===== src/sdwt_pkg.sv =====
// Overview of operation
// - Mode 00 eight beats; mode 01 bit high eight
// - Mode 01 with bit low: four-beat chop
// - Mode 10 always fixed four-beat chop
// - Device takes data write latency after command
// - Precharge waits latency plus 4/2 plus recovery
// - Explicit precharge also waits activate-to-precharge time
// - Other-group read waits short turnaround time
// - Same-group read waits long turnaround time
// - Recovery counts from edge after last data, two clocks later in mode 01 chop
// - Auto precharge starts after write recovery
// - Inversion enabled uses inversion recovery time
// - Two-clock preamble forbids lowest write latency
package sdwt_pkg;
	// ==========================================
	// Modes and commands
	typedef enum logic [1:0] {
		SDWT_BM_EIGHT = 2'h0,
		SDWT_BM_OTF   = 2'h1,
		SDWT_BM_FIXED = 2'h2
	} sdwt_bmode_t;

	typedef enum logic [2:0] {
		SDWT_NOP = 3'h0,
		SDWT_ACT = 3'h1,
		SDWT_WR  = 3'h2,
		SDWT_RD  = 3'h3,
		SDWT_PRE = 3'h4
	} sdwt_cmd_t;

	localparam int          SDWT_CW        = 8;
	localparam int          SDWT_BKW       = 4;
	localparam logic [7:0]  SDWT_CLK_LONG  = 8'h04;
	localparam logic [7:0]  SDWT_CLK_SHORT = 8'h02;
	localparam logic [7:0]  SDWT_CWL_LOW   = 8'h09;
	localparam int          SDWT_DLY       = 64;

	// ==========================================
	// Register map
	localparam logic [7:0]  SDWT_A_CTRL  = 8'h00;
	localparam logic [7:0]  SDWT_A_TIM0  = 8'h04;
	localparam logic [7:0]  SDWT_A_TIM1  = 8'h08;
	localparam logic [7:0]  SDWT_A_CMD   = 8'h0c;
	localparam logic [7:0]  SDWT_A_WDATA = 8'h10;
	localparam logic [7:0]  SDWT_A_STAT  = 8'h14;
	localparam int          SDWT_F_BM    = 0;
	localparam int          SDWT_F_DBI   = 2;
	localparam int          SDWT_F_PRE2  = 3;
	localparam int          SDWT_F_LOAD  = 4;
	localparam int          SDWT_F_AL    = 0;
	localparam int          SDWT_F_CWL   = 8;
	localparam int          SDWT_F_TWR   = 16;
	localparam int          SDWT_F_TWRD  = 24;
	localparam int          SDWT_F_WTRS  = 0;
	localparam int          SDWT_F_WTRL  = 8;
	localparam int          SDWT_F_ACTIVATE_TO_PRECHARGE_TIME  = 16;
	localparam int          SDWT_F_KIND  = 0;
	localparam int          SDWT_F_BANK  = 4;
	localparam int          SDWT_F_A12   = 8;
	localparam int          SDWT_F_AP    = 9;
	localparam logic [31:0] SDWT_R_TIM0  = 32'h0c0c0900;
	localparam logic [31:0] SDWT_R_TIM1  = 32'h001c0602;

	// Chop is decided per command only in mode 01
	function automatic logic sdwt_is_chop(input logic [1:0] m, input logic a12);
		sdwt_is_chop = (m == SDWT_BM_FIXED) || ((m == SDWT_BM_OTF) && !a12);
	endfunction : sdwt_is_chop

	// Clocks from write latency to the recovery reference edge
	function automatic logic [7:0] sdwt_span(input logic [1:0] m);
		sdwt_span = (m == SDWT_BM_FIXED) ? SDWT_CLK_SHORT : SDWT_CLK_LONG;
	endfunction : sdwt_span

	function automatic logic [7:0] sdwt_max(input logic [7:0] a, input logic [7:0] b);
		sdwt_max = (a > b) ? a : b;
	endfunction : sdwt_max
endpackage : sdwt_pkg


===== src/sdwt_if.sv =====
`timescale 1ns/1ps
`default_nettype none
interface sdwt_if;
	import sdwt_pkg::*;
	logic              cmd_valid;
	sdwt_cmd_t         cmd_kind;
	logic [SDWT_BKW-1:0] cmd_bank;
	logic              cmd_a12;
	logic              cmd_ap;
	logic [31:0]       wdata;
	logic              mode_load;
	logic [1:0]        mode_burst;
	logic [7:0]        mode_wl;
	logic [7:0]        mode_twr;
	logic              data_accept;

	modport ctl (output cmd_valid, cmd_kind, cmd_bank, cmd_a12, cmd_ap, wdata,
		mode_load, mode_burst, mode_wl, mode_twr, input data_accept);
	modport dev (input cmd_valid, cmd_kind, cmd_bank, cmd_a12, cmd_ap, wdata,
		mode_load, mode_burst, mode_wl, mode_twr, output data_accept);
endinterface : sdwt_if
`default_nettype wire


===== src/sdwt_ctl.sv =====
// The APB register port and the register offsets were chosen for this implementation.
`timescale 1ns/1ps
`default_nettype none
module sdwt_ctl #(
	parameter int BANKS  = 16,
	parameter int GROUPS = 4
) (
	input  wire logic        CLOCK,
	input  wire logic        RST_B,
	input  wire logic        CE,
	input  wire logic        PSEL,
	input  wire logic        PENABLE,
	input  wire logic        PWRITE,
	input  wire logic [7:0]  PADDR,
	input  wire logic [31:0] PWDATA,
	output logic [31:0]      PRDATA,
	output logic             PREADY,
	output logic             PSLVERR,
	sdwt_if.ctl              LINK
);
	import sdwt_pkg::*;

	// ==========================================
	// APB registers
	logic [31:0] ctrl_reg;
	logic [31:0] tim0_reg;
	logic [31:0] tim1_reg;
	logic [31:0] cmd_reg;
	logic [31:0] wdata_reg;
	logic        pend_reg;
	logic        issue;
	logic        wr_acc;
	logic        rd_acc;
	logic        mapped;
	assign wr_acc = PSEL && PENABLE && PWRITE && PREADY;
	assign rd_acc = PSEL && !PENABLE && !PWRITE;
	assign mapped = (PADDR <= SDWT_A_STAT) && (PADDR[1:0] == 2'h0);

	always_ff @(posedge CLOCK or negedge RST_B) begin
		if (!RST_B) begin
			ctrl_reg  <= 32'h0;
			tim0_reg  <= SDWT_R_TIM0;
			tim1_reg  <= SDWT_R_TIM1;
			cmd_reg   <= 32'h0;
			wdata_reg <= 32'h0;
		end else if (CE && wr_acc) begin
			case (PADDR)
				SDWT_A_CTRL:  ctrl_reg  <= PWDATA;
				SDWT_A_TIM0:  tim0_reg  <= PWDATA;
				SDWT_A_TIM1:  tim1_reg  <= PWDATA;
				SDWT_A_CMD:   cmd_reg   <= pend_reg ? cmd_reg : PWDATA;
				SDWT_A_WDATA: wdata_reg <= PWDATA;
				default:      ;
			endcase
		end
	end

	// A new command is dropped while one is still pending
	always_ff @(posedge CLOCK or negedge RST_B) begin
		if (!RST_B) begin
			pend_reg <= 1'b0;
		end else if (CE) begin
			if (wr_acc && (PADDR == SDWT_A_CMD) && !pend_reg) begin
				pend_reg <= 1'b1;
			end else if (issue) begin
				pend_reg <= 1'b0;
			end
		end
	end

	// ==========================================
	// Decoded settings
	logic [1:0]           bmode;
	logic [7:0]           wl;
	logic [7:0]           cas_write_latency;
	logic [7:0]           write_recovery_time;
	sdwt_cmd_t            kind;
	logic [SDWT_BKW-1:0]  bank;
	logic [1:0]           grp;
	assign bmode = ctrl_reg[SDWT_F_BM +: 2];
	// Lowest setting is not usable with a two-clock preamble, so it is bumped
	assign cas_write_latency   = (ctrl_reg[SDWT_F_PRE2] && (tim0_reg[SDWT_F_CWL +: 8] <= SDWT_CWL_LOW))
		? SDWT_CWL_LOW + 8'h1 : tim0_reg[SDWT_F_CWL +: 8];
	assign wl    = tim0_reg[SDWT_F_AL +: 8] + cas_write_latency;
	assign write_recovery_time   = ctrl_reg[SDWT_F_DBI] ? tim0_reg[SDWT_F_TWRD +: 8] : tim0_reg[SDWT_F_TWR +: 8];
	assign kind  = sdwt_cmd_t'(cmd_reg[SDWT_F_KIND +: 3]);
	assign bank  = cmd_reg[SDWT_F_BANK +: SDWT_BKW];
	assign grp   = bank[SDWT_BKW-1 -: 2];

	// ==========================================
	// Spacing counters, loaded relative to the command edge
	logic [7:0] rec_reg  [BANKS];
	logic [7:0] ras_reg  [BANKS];
	logic [7:0] wtrl_reg [GROUPS];
	logic [7:0] wtrs_reg;
	logic [7:0] ref_clk;
	logic       legal;
	assign ref_clk = wl + sdwt_span(bmode);

	always_comb begin
		case (kind)
			SDWT_RD:  legal = (wtrs_reg == 8'h0) && (wtrl_reg[grp] == 8'h0);
			SDWT_PRE: legal = (rec_reg[bank] == 8'h0) && (ras_reg[bank] == 8'h0);
			default:  legal = 1'b1;
		endcase
	end
	assign issue = pend_reg && legal;

	always_ff @(posedge CLOCK or negedge RST_B) begin
		if (!RST_B) begin
			for (int b = 0; b < BANKS; b++) begin
				rec_reg[b] <= 8'h0;
				ras_reg[b] <= 8'h0;
			end
		end else if (CE) begin
			for (int b = 0; b < BANKS; b++) begin
				if (issue && (bank == SDWT_BKW'(b)) && (kind == SDWT_WR)) begin
					rec_reg[b] <= sdwt_max(rec_reg[b], ref_clk + write_recovery_time);
				end else if (rec_reg[b] != 8'h0) begin
					rec_reg[b] <= rec_reg[b] - 8'h1;
				end
				if (issue && (bank == SDWT_BKW'(b)) && (kind == SDWT_ACT)) begin
					ras_reg[b] <= tim1_reg[SDWT_F_ACTIVATE_TO_PRECHARGE_TIME +: 8];
				end else if (ras_reg[b] != 8'h0) begin
					ras_reg[b] <= ras_reg[b] - 8'h1;
				end
			end
		end
	end

	always_ff @(posedge CLOCK or negedge RST_B) begin
		if (!RST_B) begin
			for (int g = 0; g < GROUPS; g++) begin
				wtrl_reg[g] <= 8'h0;
			end
			wtrs_reg <= 8'h0;
		end else if (CE) begin
			for (int g = 0; g < GROUPS; g++) begin
				if (issue && (kind == SDWT_WR) && (grp == 2'(g))) begin
					wtrl_reg[g] <= sdwt_max(wtrl_reg[g], ref_clk + tim1_reg[SDWT_F_WTRL +: 8]);
				end else if (wtrl_reg[g] != 8'h0) begin
					wtrl_reg[g] <= wtrl_reg[g] - 8'h1;
				end
			end
			if (issue && (kind == SDWT_WR)) begin
				wtrs_reg <= sdwt_max(wtrs_reg, ref_clk + tim1_reg[SDWT_F_WTRS +: 8]);
			end else if (wtrs_reg != 8'h0) begin
				wtrs_reg <= wtrs_reg - 8'h1;
			end
		end
	end

	// ==========================================
	// Command and mode outputs
	// Load pulse trails the control write by one clock so the mode fields already show the new value
	logic load_reg;
	always_ff @(posedge CLOCK or negedge RST_B) begin
		if (!RST_B) begin
			load_reg <= 1'b0;
		end else if (CE) begin
			load_reg <= wr_acc && (PADDR == SDWT_A_CTRL) && PWDATA[SDWT_F_LOAD];
		end
	end

	always_ff @(posedge CLOCK or negedge RST_B) begin
		if (!RST_B) begin
			LINK.cmd_valid  <= 1'b0;
			LINK.cmd_kind   <= SDWT_NOP;
			LINK.cmd_bank   <= '0;
			LINK.cmd_a12    <= 1'b0;
			LINK.cmd_ap     <= 1'b0;
			LINK.mode_load  <= 1'b0;
			LINK.mode_burst <= 2'h0;
			LINK.mode_wl    <= 8'h09;
			LINK.mode_twr   <= 8'h0c;
		end else if (CE) begin
			LINK.cmd_valid  <= issue;
			LINK.cmd_kind   <= issue ? kind : SDWT_NOP;
			LINK.cmd_bank   <= bank;
			LINK.cmd_a12    <= cmd_reg[SDWT_F_A12];
			LINK.cmd_ap     <= issue && (kind == SDWT_WR) && cmd_reg[SDWT_F_AP];
			LINK.mode_load  <= load_reg;
			LINK.mode_burst <= bmode;
			LINK.mode_wl    <= wl;
			LINK.mode_twr   <= write_recovery_time;
		end
	end

	// Write data is wdata_reg registered every clock, whether or not the device's accept window is open
	always_ff @(posedge CLOCK or negedge RST_B) begin
		if (!RST_B) begin
			LINK.wdata <= 32'h0;
		end else if (CE) begin
			LINK.wdata <= wdata_reg;
		end
	end

	// ==========================================
	// APB answer: zero wait states, error on unmapped words
	logic [31:0] stat;
	assign stat = {16'h0, 6'h0, (wtrs_reg != 8'h0), LINK.data_accept, 7'h0, pend_reg};
	always_ff @(posedge CLOCK or negedge RST_B) begin
		if (!RST_B) begin
			PRDATA  <= 32'h0;
			PREADY  <= 1'b0;
			PSLVERR <= 1'b0;
		end else if (CE) begin
			PREADY  <= PSEL && !PENABLE;
			PSLVERR <= PSEL && !PENABLE && !mapped;
			if (rd_acc) begin
				case (PADDR)
					SDWT_A_CTRL:  PRDATA <= ctrl_reg;
					SDWT_A_TIM0:  PRDATA <= tim0_reg;
					SDWT_A_TIM1:  PRDATA <= tim1_reg;
					SDWT_A_CMD:   PRDATA <= cmd_reg;
					SDWT_A_WDATA: PRDATA <= wdata_reg;
					SDWT_A_STAT:  PRDATA <= stat;
					default:      PRDATA <= 32'h0;
				endcase
			end
		end
	end
endmodule : sdwt_ctl
`default_nettype wire


===== src/flat_wrapper.sv =====
// flat-port wrapper written by rule: the top's interface ports become plain ports
module sdwt_ctl_flat import sdwt_pkg::*;
#(
	parameter int BANKS  = 16,
	parameter int GROUPS = 4
)
  (CLOCK, RST_B, CE, PSEL, PENABLE, PWRITE, PADDR, PWDATA, PRDATA, PREADY, PSLVERR, LINK_cmd_valid, LINK_cmd_kind, LINK_cmd_bank, LINK_cmd_a12, LINK_cmd_ap, LINK_wdata, LINK_mode_load, LINK_mode_burst, LINK_mode_wl, LINK_mode_twr, LINK_data_accept);
  sdwt_if LINK_i ();
  input  wire logic CLOCK;
  input  wire logic RST_B;
  input  wire logic CE;
  input  wire logic PSEL;
  input  wire logic PENABLE;
  input  wire logic PWRITE;
  input  wire logic [7:0] PADDR;
  input  wire logic [31:0] PWDATA;
  output logic [31:0] PRDATA;
  output logic PREADY;
  output logic PSLVERR;
  output wire logic [$bits(LINK_i.cmd_valid)-1:0] LINK_cmd_valid;
  output wire logic [$bits(LINK_i.cmd_kind)-1:0] LINK_cmd_kind;
  output wire logic [$bits(LINK_i.cmd_bank)-1:0] LINK_cmd_bank;
  output wire logic [$bits(LINK_i.cmd_a12)-1:0] LINK_cmd_a12;
  output wire logic [$bits(LINK_i.cmd_ap)-1:0] LINK_cmd_ap;
  output wire logic [$bits(LINK_i.wdata)-1:0] LINK_wdata;
  output wire logic [$bits(LINK_i.mode_load)-1:0] LINK_mode_load;
  output wire logic [$bits(LINK_i.mode_burst)-1:0] LINK_mode_burst;
  output wire logic [$bits(LINK_i.mode_wl)-1:0] LINK_mode_wl;
  output wire logic [$bits(LINK_i.mode_twr)-1:0] LINK_mode_twr;
  input wire logic [$bits(LINK_i.data_accept)-1:0] LINK_data_accept;
  assign LINK_cmd_valid = LINK_i.cmd_valid;
  assign LINK_cmd_kind = LINK_i.cmd_kind;
  assign LINK_cmd_bank = LINK_i.cmd_bank;
  assign LINK_cmd_a12 = LINK_i.cmd_a12;
  assign LINK_cmd_ap = LINK_i.cmd_ap;
  assign LINK_wdata = LINK_i.wdata;
  assign LINK_mode_load = LINK_i.mode_load;
  assign LINK_mode_burst = LINK_i.mode_burst;
  assign LINK_mode_wl = LINK_i.mode_wl;
  assign LINK_mode_twr = LINK_i.mode_twr;
  assign LINK_i.data_accept = LINK_data_accept;
  sdwt_ctl #(.BANKS(BANKS), .GROUPS(GROUPS)) u_core (.CLOCK(CLOCK), .RST_B(RST_B), .CE(CE), .PSEL(PSEL), .PENABLE(PENABLE), .PWRITE(PWRITE), .PADDR(PADDR), .PWDATA(PWDATA), .PRDATA(PRDATA), .PREADY(PREADY), .PSLVERR(PSLVERR), .LINK(LINK_i));
endmodule

===== config.mk =====
export PLATFORM = sky130hd
export DESIGN_NAME = sdwt_ctl_flat
export DESIGN_NICKNAME = d
export VERILOG_FILES = /design/src/sdwt_pkg.sv /design/src/sdwt_if.sv /design/src/sdwt_ctl.sv /design/src/flat_wrapper.sv
export SDC_FILE = /design/constraint.sdc
export NUM_CORES = 1
export LEC_CHECK = 0
export ABC_AREA = 0
export ABC_CLOCK_PERIOD_IN_PS = 6470
export BUFFER_PORTS_ARGS = -buffer_cell sky130_fd_sc_hd__buf_2
export CORE_ASPECT_RATIO = 1.5
export CORE_MARGIN = 2
export CORE_UTILIZATION = 45
export CTS_BUF_LIST = sky130_fd_sc_hd__clkbuf_8
export CTS_CLUSTER_DIAMETER = 100
export CTS_CLUSTER_SIZE = 30
export DETAILED_ROUTE_END_ITERATION = 6
export PLACE_DENSITY = 0.72
export SYNTH_ARGS = -nofsm -noshare
export SYNTH_HDL_FRONTEND = slang
export SYNTH_SLANG_ARGS = --single-unit

===== constraint.sdc =====
create_clock -name CLOCK -period 6.47 [get_ports CLOCK]
set_input_delay 1.294 -clock CLOCK [delete_from_list [all_inputs] [get_ports CLOCK]]
set_output_delay 1.294 -clock CLOCK [all_outputs]
set_load 0.02 [all_outputs]

[Yosys cells after proc, flatten, opt, wreduce, memory -nomap -nowiden]
Cells that the tools add are included.
Word-level totals
  register bits after elaboration: 553
  input bits: 47
  output and inout port bits: 95
  word-level logic and storage cells: 489
Operators by class
  $add $sub $neg: 42
  magnitude comparators: 25
  equal/unequal tests: 49
  multiplexer cells: 112
  bitwise logic cells: 3
  reductions and logical operators: 201
Operator list (number)
  $mux W8: 103
  $reduce_bool A8 Y1: 37
  $sub A8 B1 Y8 const B: 37
  $pmux W32 S6: 1
  $gt A8 B8 Y1: 21
  $reduce_bool A2 Y1: 38
  $logic_and A1 B1 Y1: 70
  $reduce_and A3 Y1: 22
  $bmux W8 S4: 2
  $reduce_and A2 Y1: 22
  $ne A2 B2 Y1 const B: 21
  $add A8 B8 Y8: 5
  $logic_not A8 Y1: 5
  $eq A4 B4 Y1 const B: 8
  $bmux W8 S2: 1
  $eq A4 B3 Y1 const B: 4
  $eq A8 B4 Y1 const B: 2
  $eq A8 B5 Y1 const B: 2
  $eq A4 B2 Y1 const B: 2
  $eq A8 B3 Y1 const B: 1
  $le A8 B4 Y1 const B: 1
  $le A8 B5 Y1 const B: 1
  $eq A2 B2 Y1 const B: 3
  $eq A3 B2 Y1 const B: 2
  15 further kinds: 21

[Longest topological paths before layout]
Gate-level depths: netlist of run 1.
  depth in word-level cells: 12
  gate-level depth with buffers: 30

[Worst setup path after synthesis of run 1]
OpenSTA, ideal clock, no wires.
  path kind: register to register
  start point: register u_core.tim0_reg[15]
  end point: register u_core.rec_reg[62] in the netlist's numbering
  data arrival time: 5.642 ns
  data required time: 6.349 ns
  setup slack: 0.707 ns
  cell stages (with the launch flop): 29
  path buffers: 0
  clock period less this slack: 5.763 ns
  path through: dfrtp_1 nor4_1 and2_1 nand2_1 and2_1 ha_1 inv_1 fa_1 inv_1 ha_1 inv_1 fa_1 inv_1 ha_1 nor2b_1 o21ai_0 nand2b_1 a21o_1 a21o_1 xor2_1 inv_1 ha_1 or2_2 o211ai_1 nor3_1 mux2_2 nor3_4 o21ai_1 a22o_1
On the way
  longest elaborated chain between the ends: 9
  elaborated cells between the ends (all ways): 11
Ends and longest elaborated chain
  from (decl): line sdwt_ctl.sv:26  | logic [31:0] tim0_reg;
  from (signal assigned): line sdwt_ctl.sv:42  | tim0_reg <= SDWT_R_TIM0;
  from (signal assigned): line sdwt_ctl.sv:49  | SDWT_A_TIM0: tim0_reg <= PWDATA;
  $le A8 B4 Y1 *: line sdwt_ctl.sv:82  | assign cas_write_latency = (ctrl_reg[SDWT_F_PRE2] && (tim0_reg[SDWT_F_CWL +: 8] <= SDWT_CWL_LOW))
  $logic_and A1 B1 Y1 *: line sdwt_ctl.sv:82
  $mux W8 *: line sdwt_ctl.sv:83  | ? SDWT_CWL_LOW + 8'h1 : tim0_reg[SDWT_F_CWL +: 8];
  $add A8 B8 Y8 *: line sdwt_ctl.sv:84  | assign wl = tim0_reg[SDWT_F_AL +: 8] + cas_write_latency;
  net u_core.wl[1]: line sdwt_ctl.sv:74  | logic [7:0] wl;
  $add A8 B8 Y8 *: line sdwt_ctl.sv:98  | assign ref_clk = wl + sdwt_span(bmode);
  $add A8 B8 Y8 *: line sdwt_ctl.sv:118  | rec_reg[b] <= sdwt_max(rec_reg[b], ref_clk + write_recovery_time);
  $gt A8 B8 Y1: line sdwt_pkg.sv:75  | sdwt_max = (a > b) ? a : b;
  $ne A2 B2 Y1 (no line)
  $reduce_and A3 Y1 (no line)
  to (signal, indexed assignment): line sdwt_ctl.sv:118
  to (signal, indexed assignment): line sdwt_ctl.sv:120  | rec_reg[b] <= rec_reg[b] - 8'h1;
  to (decl): line sdwt_ctl.sv:92  | logic [7:0] rec_reg [BANKS];
Mark *: on every way through the listed nets, which the timed path passes. The rest lies on a longest branch. The select of a mux whose other input is x is not followed.
A chain may end at the register's enable or synchronous reset.

[Worst setup path after layout of run 1]
  start point: register u_core.tim0_reg[12]
  end point: register u_core.rec_reg[105] in the netlist's numbering
The elaborated chain is that of the path after synthesis.

==> results by group, run 1 <==
Job
  – Total of max-cap violations: 0

Finish
  – Util after Layout: 48.6%
  – Area growth from synthesis to layout: 7.10%
  – Finished Layout Cells: ~4900
  – Final nets: 4189
  – Ratio of cells with drive above 1 in the final layout: ~15%

STA
  – Tcrit/Tclk final: 95.9%
  – Min Tclk post-route: 6.20 ns
  – Worst slew margin: between 15 and 20%
  – Max Clk Rate: ~160 MHz
  – WHS: between 0.5 and 0.6 ns
  – Setup TNS Final: 0 ns
  – # setup viols final: 0
  – PnR worst setup slack: about 0.27 ns
  – Final Skew: about 0.058 ns
  – Max Transition Viols Final: 0
  – Actual slew at the worst max-slew pin: ~1.3 ns
  – Final-report hold violation count: 0

Synth
  – #FFs+latches synth: around 550
  – Syn. warnings: 0
  – Most used DFF post-synth: dfrtp_1
  – Synth Net Count: between 4000 and 5000
  – Leading area contributor after synthesis: dfrtp_1
  – Async SR Flop Fraction: 100%
  – Post-synth EDFFs: 0
  – Area fraction of the dominant cell type after synthesis: a little under two fifths
  – Count leader, synth: dfrtp_1
  – Largest cells by area after synthesis: dfrtp_1 38%, ha_1 8.4%, mux2_2 7.6%
  – Syn_area_per_cell: approximately 9.1 um2
  – Post-synth top cells: 537 x dfrtp_1, 406 x o21ai_0, 381 x nor2_1
  – Mapped Cells: 3852
  – Cell Area, Synth: 35100 um2
  – Distinct cell type count after synthesis: 85
  – Sequential cell area fraction in the yosys report: 39.5%

Die
  – Core area: just under 80000 um2
  – Die area: approximately 80000 um2
  – Starting Density: a little under half
  – Die Ht: 346 um
  – Io pins: 142
  – Die W: between 200 and 250 um
  – Cell Rows: between 100 and 150

Clock tree
  – Max Buffers Root-to-Sink: 3
  – Clock H-tree levels: 1
  – CTS root buffer: clkbuf_8
  – Worst-Skew Late Latency: 0.73 ns
  – Worst-path clk slew: approximately 0.2 ns
  – Num CTS Buffers: 22
  – Clock sink total: approximately 550
  – CTS tree: built

Global routing
  – First-pass GRT wire length: 166000 um
  – GRT Overall Usage: about 26%
  – Gr ovfl total: 0
  – Initial antenna violation count: 2
  – Vias in the first global route: a little over 30000
  – Largest net degree at the start of global routing: ~130

Critical path
  – CP endpoint: u_core.rec_reg[105]
  – Worst Setup SP: u_core.tim0_reg[12]
  – R2R cell count: 26
  – Critical Path Source Type: register
  – Crit path max fanout: 12
  – Required time of the critical path: ~7.1 ns
  – Arrival time worst endpoint: just under 7 ns
  – CP endpoint kind: register
  – Setup Crit Path Kind: register to register
  – Worst R2R Start: u_core.tim0_reg[12]
  – Flop2flop setup slack: 0.27 ns
  – Reg-to-Reg End: u_core.rec_reg[105]

Power
  – Max VDD drop: 0.260 mV
  – Pwr/cell area: about 280 nW/um2
  – Leakage: 16.8 nW

Placement
  – Placement Setup Slack: approximately 0.21 ns
  – Count of input and output buffers: between 100 and 150
  – Placed cells: around 5000
  – DP HPWL: approximately 70000 um
  – GP Congestion: roughly 0.93

Route
  – Post-Route WL: around 100000 um
  – Final ANT Viol Nets: 0
  – Drt first pass iters: 6
  – Via count: between 30000 and 40000
  – Via-to-Cell Ratio: between 6 and 7
  – Routed WL per cell: roughly 21 um
  – Drt initial violations: about 2300
  – Drt drc: 0

Status
  – Status: finished, final reports clean

Hold path
  – Worst hold path type: register to register
[metrics by stage]
stage               total power, mW  area [um2]
floorplan                      7.93       35100
detailed placement             9.02       37100
global route                   11.3       37600
global placement               8.86       37100
finish                         10.5       37600
CTS                            10.5       37500
[report_power, final]
part	switching, mW	internal [mW]
Combinational	2.12	1.70
Clock	1.12	0.353
Sequential	1.01	4.22
Total	4.25	6.27
[cell type report]
class,instances,area (um2)
flip-flops and latches,553,13900
fillers,7284,39800
multi-input cells,2944,20100
diodes,1,2.50
inverters,155,582
clock buffers,24,330
well taps,1016,1270
clock inverters,16,70.1
repair buffers,225,1400
[cell families after synthesis]
| group | share of synthesized area (%) |
|---|---|
| and+or+nand+nor | 15.8 |
| xor gates and xnor gates | 0.812 |
| DFF | 39.5 |
| muxes | 8.34 |
| adders and majority gates | 9.20 |
| AOI/OAI and AO/OA | 22.6 |
| buffers and inverters | 3.86 |
[per-layer routing]
layer | track usage, % | wire length [um]
met5 | 0 | 12
met4 | 12.6 | 5230
met3 | 3.83 | 7020
met2 | 44.3 | 51400
met1 | 30.9 | 41100
[cells in the final DEF, fill, tap and decap left out, drive strengths merged, types with 50 or more instances in the layout]
cell type	count
dfrtp	537
o21ai	414
nor2	381
a21oi	317
mux2	238
ha	236
buf	225
nand2	205
inv	170
nor3	149
nand3	134
a2bb2oi	99
a22o	70
nand4	59
a211oi	57
o22ai	50
[what timing repair did]
action                                  in CTS  in global routing
endpoints found under the setup margin       0                 54
buffers inserted                             0                  8
resized for setup                            0                 10
hold buffers                                 0                  0
[worst min-delay path by stage]
stage                                  startpoint                       to  slack [ns]  depth (start not counted)
final                     u_core.LINK.mode_twr[2]  u_core.LINK.mode_twr[2]        0.51                          2
after CTS                 u_core.LINK.mode_twr[2]  u_core.LINK.mode_twr[2]        0.51                          2
after detailed placement  u_core.LINK.cmd_kind[2]  u_core.LINK.cmd_kind[2]        0.47                          1
after global placement     u_core.LINK.mode_wl[7]   u_core.LINK.mode_wl[7]        0.46                          2
after floorplan                 u_core.ras_reg[7]        u_core.ras_reg[7]        0.45                          2
after global routing        u_core.LINK.wdata[17]    u_core.LINK.wdata[17]        0.54                          1
[critical path, cell delays in order (launching register included)]
cell and delay (ns):
dfrtp_1 0.44, nor4_1 0.34, and2_1 0.20, nand2_1 0.07
and2_1 0.16, ha_1 0.22, inv_1 0.08, fa_1 0.41
inv_1 0.08, ha_1 0.17, inv_1 0.06, fa_1 0.45
nor2_1 0.14, mux2i_1 0.11, nor3_1 0.18, nand2b_1 0.25
ha_1 0.32, nor3_1 0.17, nor2_1 0.10, a21oi_1 0.37
nor2_1 0.19, xor2_2 0.17, buf_4 0.19, buf_4 0.22
maj3_2 0.42, a21oi_2 0.34, mux2i_1 0.25
Power figures use the tool's default switching activity.
==> run 2: changes to the inputs <==
- BUFFER_PORTS_ARGS: -buffer_cell sky130_fd_sc_hd__buf_2 -> -buffer_cell sky130_fd_sc_hd__buf_4
==> run 2 against run 1 <==
Cell count about the same. Critical path type unchanged. Utilization increased by 0.38 points. Hold slack improved by 0.00072 ns. Register-to-register slack improved by 0.13 ns. Sequential power about the same. Critical path depth increased by 1. Highest routed layer is now met4. Die area unchanged. Non-clock buffer count decreased by 4. First-iteration DRC count decreased by 5.8%. Sequential share of layout area decreased by 0.29 points. Clock power about the same. Design area increased by 0.79%.
==> results by group, run 2 (same netlist as run 1, synthesis figures left out) <==
Route
  – Final ANT Viol Nets: 0 (unchanged)
  – Routed WL per cell: 21.2 um (-0.15%)
  – Via-to-Cell Ratio: 6.26 (-0.77%)
  – Drt initial violations: 2210 (-5.8%)
  – Drt drc: 0 (unchanged)
  – Drt first pass iters: 6 (unchanged)
  – Via count: 30900 (-0.85%)
  – Post-Route WL: 105000 um (-0.23%)

Global routing
  – Met2 Use GR: 45.1% (+0.74 points)
  – GRT met1 Usage: 30.7% (-0.24 points)
  – Largest net degree at the start of global routing: 151 (+18%)
  – Gr ovfl total: 0 (unchanged)
  – Initial antenna violation count: 2 (unchanged)
  – Gr busiest metal: met2
  – M3 GR Usage: 4.17% (+0.34 points)
  – Vias in the first global route: 30200 (-0.026%)
  – First-pass GRT wire length: 167000 um (+0.43%)
  – GRT Overall Usage: 25.6% (about the same)

STA
  – PnR worst setup slack: 0.394 ns (+0.126 ns)
  – Final-report hold violation count: 0 (unchanged)
  – Max Clk Rate: 165 MHz (+2.1%)
  – Final Skew: 0.0524 ns (-0.00513 ns)
  – WHS: 0.508 ns (+0.000725 ns)
  – # setup viols final: 0 (unchanged)
  – Min Tclk post-route: 6.08 ns (-0.126 ns)
  – Worst slew margin: 13.7% (-1.4 points)
  – Actual slew at the worst max-slew pin: 1.28 ns (+0.0186 ns)
  – Tcrit/Tclk final: 93.9% (-1.9 points)
  – Max Transition Viols Final: 0 (unchanged)

Status
  – Status: finished, final reports clean

Power
  – Total power: 10.5 mW (about the same)
  – Leakage: 16.8 nW (about the same)
  – Pwr/cell area: 278 nW/um2 (-0.75%)
  – Max VDD drop: 0.212 mV (-18%)

Critical path
  – Required time of the critical path: 7.11 ns (about the same)
  – CP endpoint kind: register
  – Crit path max fanout: 18 (+6)
  – Setup Crit Path Kind: register to register
  – Critical Path Source Type: register
  – Arrival time worst endpoint: 6.71 ns (-0.13 ns)

Clock tree
  – CTS tree: built
  – Clock H-tree levels: 1 (unchanged)
  – Max Buffers Root-to-Sink: 3 (unchanged)
  – Clock sink total: 553 (unchanged)
  – Hold_buf cts: 0 (unchanged)
  – Num CTS Buffers: 22 (unchanged)
  – Worst-path clk slew: 0.20 ns (about the same)
  – Worst-Skew Late Latency: 0.72 ns (about the same)
  – CTS root buffer: clkbuf_8

Die
  – Io pins: 142 (unchanged)
  – Die area: 80300 um2 (unchanged)
  – Die Ht: 346 um (unchanged)
  – Core area: 77400 um2 (unchanged)
  – Die W: 232 um (unchanged)
  – Cell Rows: 125 (unchanged)
  – Starting Density: 45.4% (unchanged)

Finish
  – Final nets: 4185 (-0.095%)
  – Commonest non-fill, non-tap cell in the layout: dfrtp_1
  – Commonest cells after routing, fill and taps aside: 537 x dfrtp_1, 406 x o21ai_0, 378 x nor2_1, 306 x a21oi_1, 238 x mux2_2
  – Design area: 37900 um2 (+0.79%)
  – Area growth from synthesis to layout: 7.94%
  – Ratio of cells with drive above 1 in the final layout: 14.9% (-0.16 points)

Placement
  – DP HPWL: 72300 um (+0.19%)
  – Placement Setup Slack: 0.307 ns (+0.0965 ns)
  – Count of input and output buffers: 141 (unchanged)
  – GP Congestion: 0.886 (-4.9%)
  – Area after DPL: 37400 um2 (+0.95%)

Job
  – Total of max-cap violations: 0 (unchanged)

Hold path
  – Worst hold path type: input pin to async pin
[run 2: cell types whose count changed in the layout (fill, tap and decap cells not counted), sizes merged]
cell,previous run,this run
nor3,149,150
inv,170,171
buf,225,221
diode,1,2
clkinv,1,0
nand3,134,133
clkbuf,24,23
[run 2: worst max-delay path, stage by stage (launching register included)]
cell and delay (ns):
dfrtp_1 0.45, nor4_1 0.26, and2_1 0.19, nand2_1 0.08, and2_1 0.16, ha_1 0.21, inv_1 0.08, fa_1 0.42
inv_1 0.09, ha_1 0.17, inv_1 0.06, fa_1 0.42, xor2_1 0.35, ha_1 0.35, o21ai_0 0.10, nand2b_1 0.10
a21o_1 0.19, a21o_1 0.18, xor2_1 0.21, inv_1 0.10, buf_4 0.24, ha_1 0.35, nand4_1 0.09, o22ai_1 0.18
a21oi_1 0.06, maj3_2 0.40, a21o_1 0.23, a211o_1 0.29
[run 2: report_power, final]
group	internal [mW]	switching [mW]
Clock	0.341	1.11
Sequential	4.22	1.02
Combinational	1.72	2.11
Total	6.28	4.24
[run 2: per-stage QoR]
| step | util [%] | TNS [ns] | instances |
|---|---|---|---|
| 2_1_floorplan | - | 0 | 3852 |
| 3_3_place_gp | 48.4 | 0 | 4882 |
| 3_5_place_dp | 48.4 | 0 | 4882 |
| 4_1_cts | 48.9 | 0 | 4921 |
| 5_1_grt | 49.0 | -0.0534 | 4930 |
| 6_report | 49.0 | 0 | 4930 |
[run 2: cell type report]
type                    count  area [um2]
multi-input cells        2944       20100
well taps                1016        1270
inverters                 155         582
clock buffers              23         317
flip-flops and latches    553       13900
repair buffers            221        1730
diodes                      2        5.00
clock inverters            16        70.1
fillers                  7225       39500
[run 2: path summary, 6_finish.rpt]
kind | startpoint | to | slack (ns) | cells after the start
setup / recovery | u_core.tim0_reg[12] | u_core.rec_reg[104] | 0.39 | 27
hold / removal | RST_B | u_core.ras_reg[9] | 0.51 | 1
setup reg to reg | u_core.tim0_reg[12] | u_core.rec_reg[104] | 0.39 | 27
hold reg to reg | u_core.LINK.mode_twr[2] | u_core.LINK.mode_twr[2] | 0.51 | 2
max in group asynchronous | RST_B | u_core.cmd_reg[7] | 4.55 | 2
min in group CLOCK | u_core.LINK.mode_twr[2] | u_core.LINK.mode_twr[2] | 0.51 | 2
[run 2: metal layers]
layer  up-vias  part of all wire [%]
li1      14400                     -
met4         0                   4.4
met2      1089                    50
met5         -                     0
met1     15200                    39
met3       257                   6.5
[run 2: timing repair]
item | 4_1_cts | 5_1_grt
setup endpoints to repair | 0 | 40
hold endpoints to repair | 0 | 0
resized for setup | 0 | 7
buffers inserted | 0 | 5
==> run 3: changes to the inputs <==
- ABC_AREA: 0 -> 1
- CORE_MARGIN: 2 -> 5
- CTS_BUF_LIST: sky130_fd_sc_hd__clkbuf_8 -> not set
==> run 3 against run 2 <==
The flow now finishes with violations (DRC). Global-route usage shrank 1.7 points. First-iteration DRC count grew 16%. Synthesized area is 6.9% higher. Hold slack got worse by 0.032 ns. Highest routed layer is now met5. Routed wire length grew 5.0%. Flip-flop and latch count stayed put. Clock power grew 27%. Critical endpoint is now u_core.rec_reg[126].
==> results by group, run 3 <==
Clock tree
  – Clock H-tree levels: 1 (unchanged)
  – Post-CTS setup buffer count: 0 (unchanged)
  – Clock sink total: 553 (unchanged)
  – Num CTS Buffers: 22 (unchanged)
  – CTS tree: built
  – Worst-Skew Late Latency: 0.62 ns (-0.10 ns)
  – Max Buffers Root-to-Sink: 3 (unchanged)
  – CTS root buffer: clkbuf_16
  – Worst-path clk slew: 0.12 ns (-0.08 ns)

Synth
  – Cell Area, Synth: 37500 um2 (+6.9%)
  – Largest family of logic cells by synthesized area: simple AND/OR/NAND/NOR gates
  – Syn. warnings: 0 (unchanged)
  – Post-synth top cells: 1772 x nand2_1, 537 x dfrtp_1, 469 x inv_1
  – Synth Area in Simple Gates: 32.1% (+16 points)
  – Most used DFF post-synth: dfrtp_1
  – Syn_area_per_cell: 7.34 um2 (-19%)
  – Area fraction of the dominant cell type after synthesis: 35.8% (-2.5 points)
  – Count leader, synth: nand2_1
  – Largest cells by area after synthesis: dfrtp_1 36%, nand2_1 18%, ha_1 7.9%
  – Leading area contributor after synthesis: dfrtp_1
  – Compound-Gate Fraction of Synth Area: 10.8% (-12 points)
  – #FFs+latches synth: 553 (unchanged)
  – Mux cell area share after synthesis: 0.0267% (-8.3 points)
  – Synth Net Count: 5402 (+30%)
  – Distinct cell type count after synthesis: 61 (-28%)
  – Mapped Cells: 5114 (+33%)
  – Post-synth EDFFs: 0 (unchanged)
  – Post-Synth XOR/XNOR Area: 5.39% (+4.6 points)
  – Async SR Flop Fraction: 100% (unchanged)
  – Adder-cell share of the synthesized area: 8.13% (-1.1 points)
  – Sequential cell area fraction in the yosys report: 36.9% (-2.5 points)

Critical path
  – Setup Crit Path Kind: register to register
  – CP delay by family, top: adder cells
  – CP endpoint kind: register
  – Critical Path Source Type: register
  – Arrival time worst endpoint: 6.51 ns (-0.20 ns)
  – Buf/Inv on CP: 6 (+1)
  – CP max stage cell: fa_1
  – Critical path's largest stage delay: 0.48 ns (+0.03 ns)
  – Required time of the critical path: 6.98 ns (-0.13 ns)
  – Crit path max fanout: 31 (+13)

STA
  – Setup TNS Final: 0 ns (unchanged)
  – Max Clk Rate: 167 MHz (+1.3%)
  – Actual slew at the worst max-slew pin: 1.26 ns (-0.0248 ns)
  – # setup viols final: 0 (unchanged)
  – Min Tclk post-route: 6.00 ns (-0.0755 ns)
  – Final-report hold violation count: 0 (unchanged)
  – Max Transition Viols Final: 0 (unchanged)
  – RSZ-0062 raised after global routing: no
  – Tcrit/Tclk final: 92.7% (-1.2 points)
  – Final Skew: 0.0281 ns (-0.0243 ns)
  – Worst slew margin: 15.4% (+1.7 points)

Global routing
  – GRT Overall Usage: 23.9% (-1.7 points)
  – Largest net degree at the start of global routing: 162 (+7.3%)
  – Vias in the first global route: 33500 (+11%)
  – Initial antenna violation count: 1 (-1)
  – Gr ovfl total: 0 (unchanged)
  – First-pass GRT wire length: 177000 um (+6.0%)

Job
  – Total of max-cap violations: 0 (unchanged)

Finish
  – Diodes inserted: 0 (-2)
  – Fillers: 8139 (+13%)
  – Area growth from synthesis to layout: 7.87% (about the same)
  – Ratio of cells with drive above 1 in the final layout: 8.78% (-6.1 points)
  – Commonest non-fill, non-tap cell in the layout: nand2_1
  – Final nets: 5453 (+30%)
  – Commonest cells after routing, fill and taps aside: 1769 x nand2_1, 537 x dfrtp_1, 468 x inv_1, 442 x o21ai_0, 299 x nand3_1

Power
  – Leakage: 21.0 nW (+25%)
  – Total power: 6.57 mW (-38%)
  – Switching share of total power: 29.5% (-11 points)
  – Comb power frac: 15.5% (-21 points)
  – Max VDD drop: 0.166 mV (-22%)
  – Register share of total power: 56.2% (+6.4 points)
  – NetSw: 1.94 mW (-54%)
  – Clock share of power: 28.3% (+15 points)
  – Int Power: 4.64 mW (-26%)
  – Pwr/cell area: 162 nW/um2 (-42%)

Route
  – Via-to-Cell Ratio: 5.49 (-12%)
  – Routed WL per cell: 17.4 um (-18%)
  – Final ANT Viol Nets: 0 (unchanged)
  – Drt drc: 6 (+6)
  – Via count: 34500 (+12%)
  – Post-Route WL: 110000 um (+5.0%)
  – Drt first pass iters: 7 (+1)
  – Drt initial violations: 2561 (+16%)

Die
  – Starting Density: 45.4% (+0.068 points)
  – Die W: 246 um (+5.9%)
  – Die area: 89400 um2 (+11%)
  – Die Ht: 364 um (+5.1%)
  – Io pins: 142 (unchanged)
  – Core area: 82600 um2 (+6.7%)
  – Cell Rows: 129 (+3.2%)

Hold path
  – Worst hold path type: register to register

Status
  – Failing checks: DRC
  – Status: finished with violations

Placement
  – Count of input and output buffers: 141 (unchanged)
  – GP Congestion: 0.922 (+4.1%)
  – DP HPWL: 77000 um (+6.5%)
run 3: cell types whose count changed after synthesis, moves of 75 or more:
cell,before,now
nor3_1,146,49
nand4_1,59,168
a21oi_1,307,100
nand3_1,133,299
inv_1,154,469
nand2_1,205,1772
xor2_1,10,156
mux2_2,238,0
clkbuf_1,183,108
a2bb2oi_1,99,0
nor2_1,381,267
nand2_2,0,82
run 3: power groups by stage:
stage / Combinational, mW / Sequential, mW / Clock [mW]
floorplan: 0.721 / 3.73 / 0
global placement: 0.991 / 3.76 / 0
detailed placement: 1.02 / 3.75 / 0
CTS: 1.02 / 3.69 / 1.89
global route: 1.17 / 3.71 / 2.01
finish: 1.02 / 3.69 / 1.86
run 3: what timing repair did:
action,in CTS,in global routing
resized for setup,0,1
hold endpoints to repair,0,0
setup endpoints to repair,0,5
hold buffers,0,0
run 3: worst paths after layout:
| check | slack [ns] | endpoint | startpoint | cells past startpoint |
|---|---|---|---|---|
| max in group asynchronous | 4.29 | u_core.ras_reg[98] | RST_B | 2 |
| min | 0.48 | u_core.LINK.mode_wl[0] | u_core.LINK.mode_wl[0] | 2 |
| max | 0.47 | u_core.rec_reg[126] | u_core.tim0_reg[12] | 31 |
| max reg2reg | 0.47 | u_core.rec_reg[126] | u_core.tim0_reg[12] | 31 |
| min in group asynchronous | 0.68 | u_core.tim0_reg[10] | RST_B | 1 |
| min reg2reg | 0.48 | u_core.LINK.mode_wl[0] | u_core.LINK.mode_wl[0] | 2 |
run 3: cells by family after synthesis:
kind of cell / count (synthesis)
compound gates: 704
xor+xnor: 226
fa+ha+maj: 241
buf+inv: 635
flops: 553
mux: 1
simple gates: 2754
run 3: stage by stage:
step	instances	worst slack, ns	hold WS (ns)	utilization [%]	area [um2]
4_1_cts	6294	0.485	0.473	49.0	40500
3_3_place_gp	6254	0.669	0.458	48.2	39800
3_5_place_dp	6254	0.505	0.457	48.2	39800
2_1_floorplan	5114	0.754	0.442	-	37500
6_report	6294	0.469	0.477	49.0	40500
5_1_grt	6294	0.0350	0.487	49.0	40500
run 3: routing by layer:
metal	GRT usage [%]	routed length, um
met1	28.7	43900
met2	42.7	54400
met3	2.72	5580
met4	11.4	5900
met5	0	7
run 3: tightest hold or removal path, cell delays in order, from the launching register on:
cell	delay (ns)
dfstp_2	0.39
nand2_1	0.05
nand2_1	0.05
run 3: area by class of cell:
cell class | count | area, um2 | area share (%)
multi-input cells | 3926 | 21300 | 52.6
flip-flops and latches | 553 | 13900 | 34.2
inverters | 481 | 1810 | 4.47
repair buffers | 181 | 1480 | 3.65
well taps | 1113 | 1390 | 3.44
clock buffers | 38 | 632 | 1.56
clock inverters | 2 | 25.0 | 0.0618
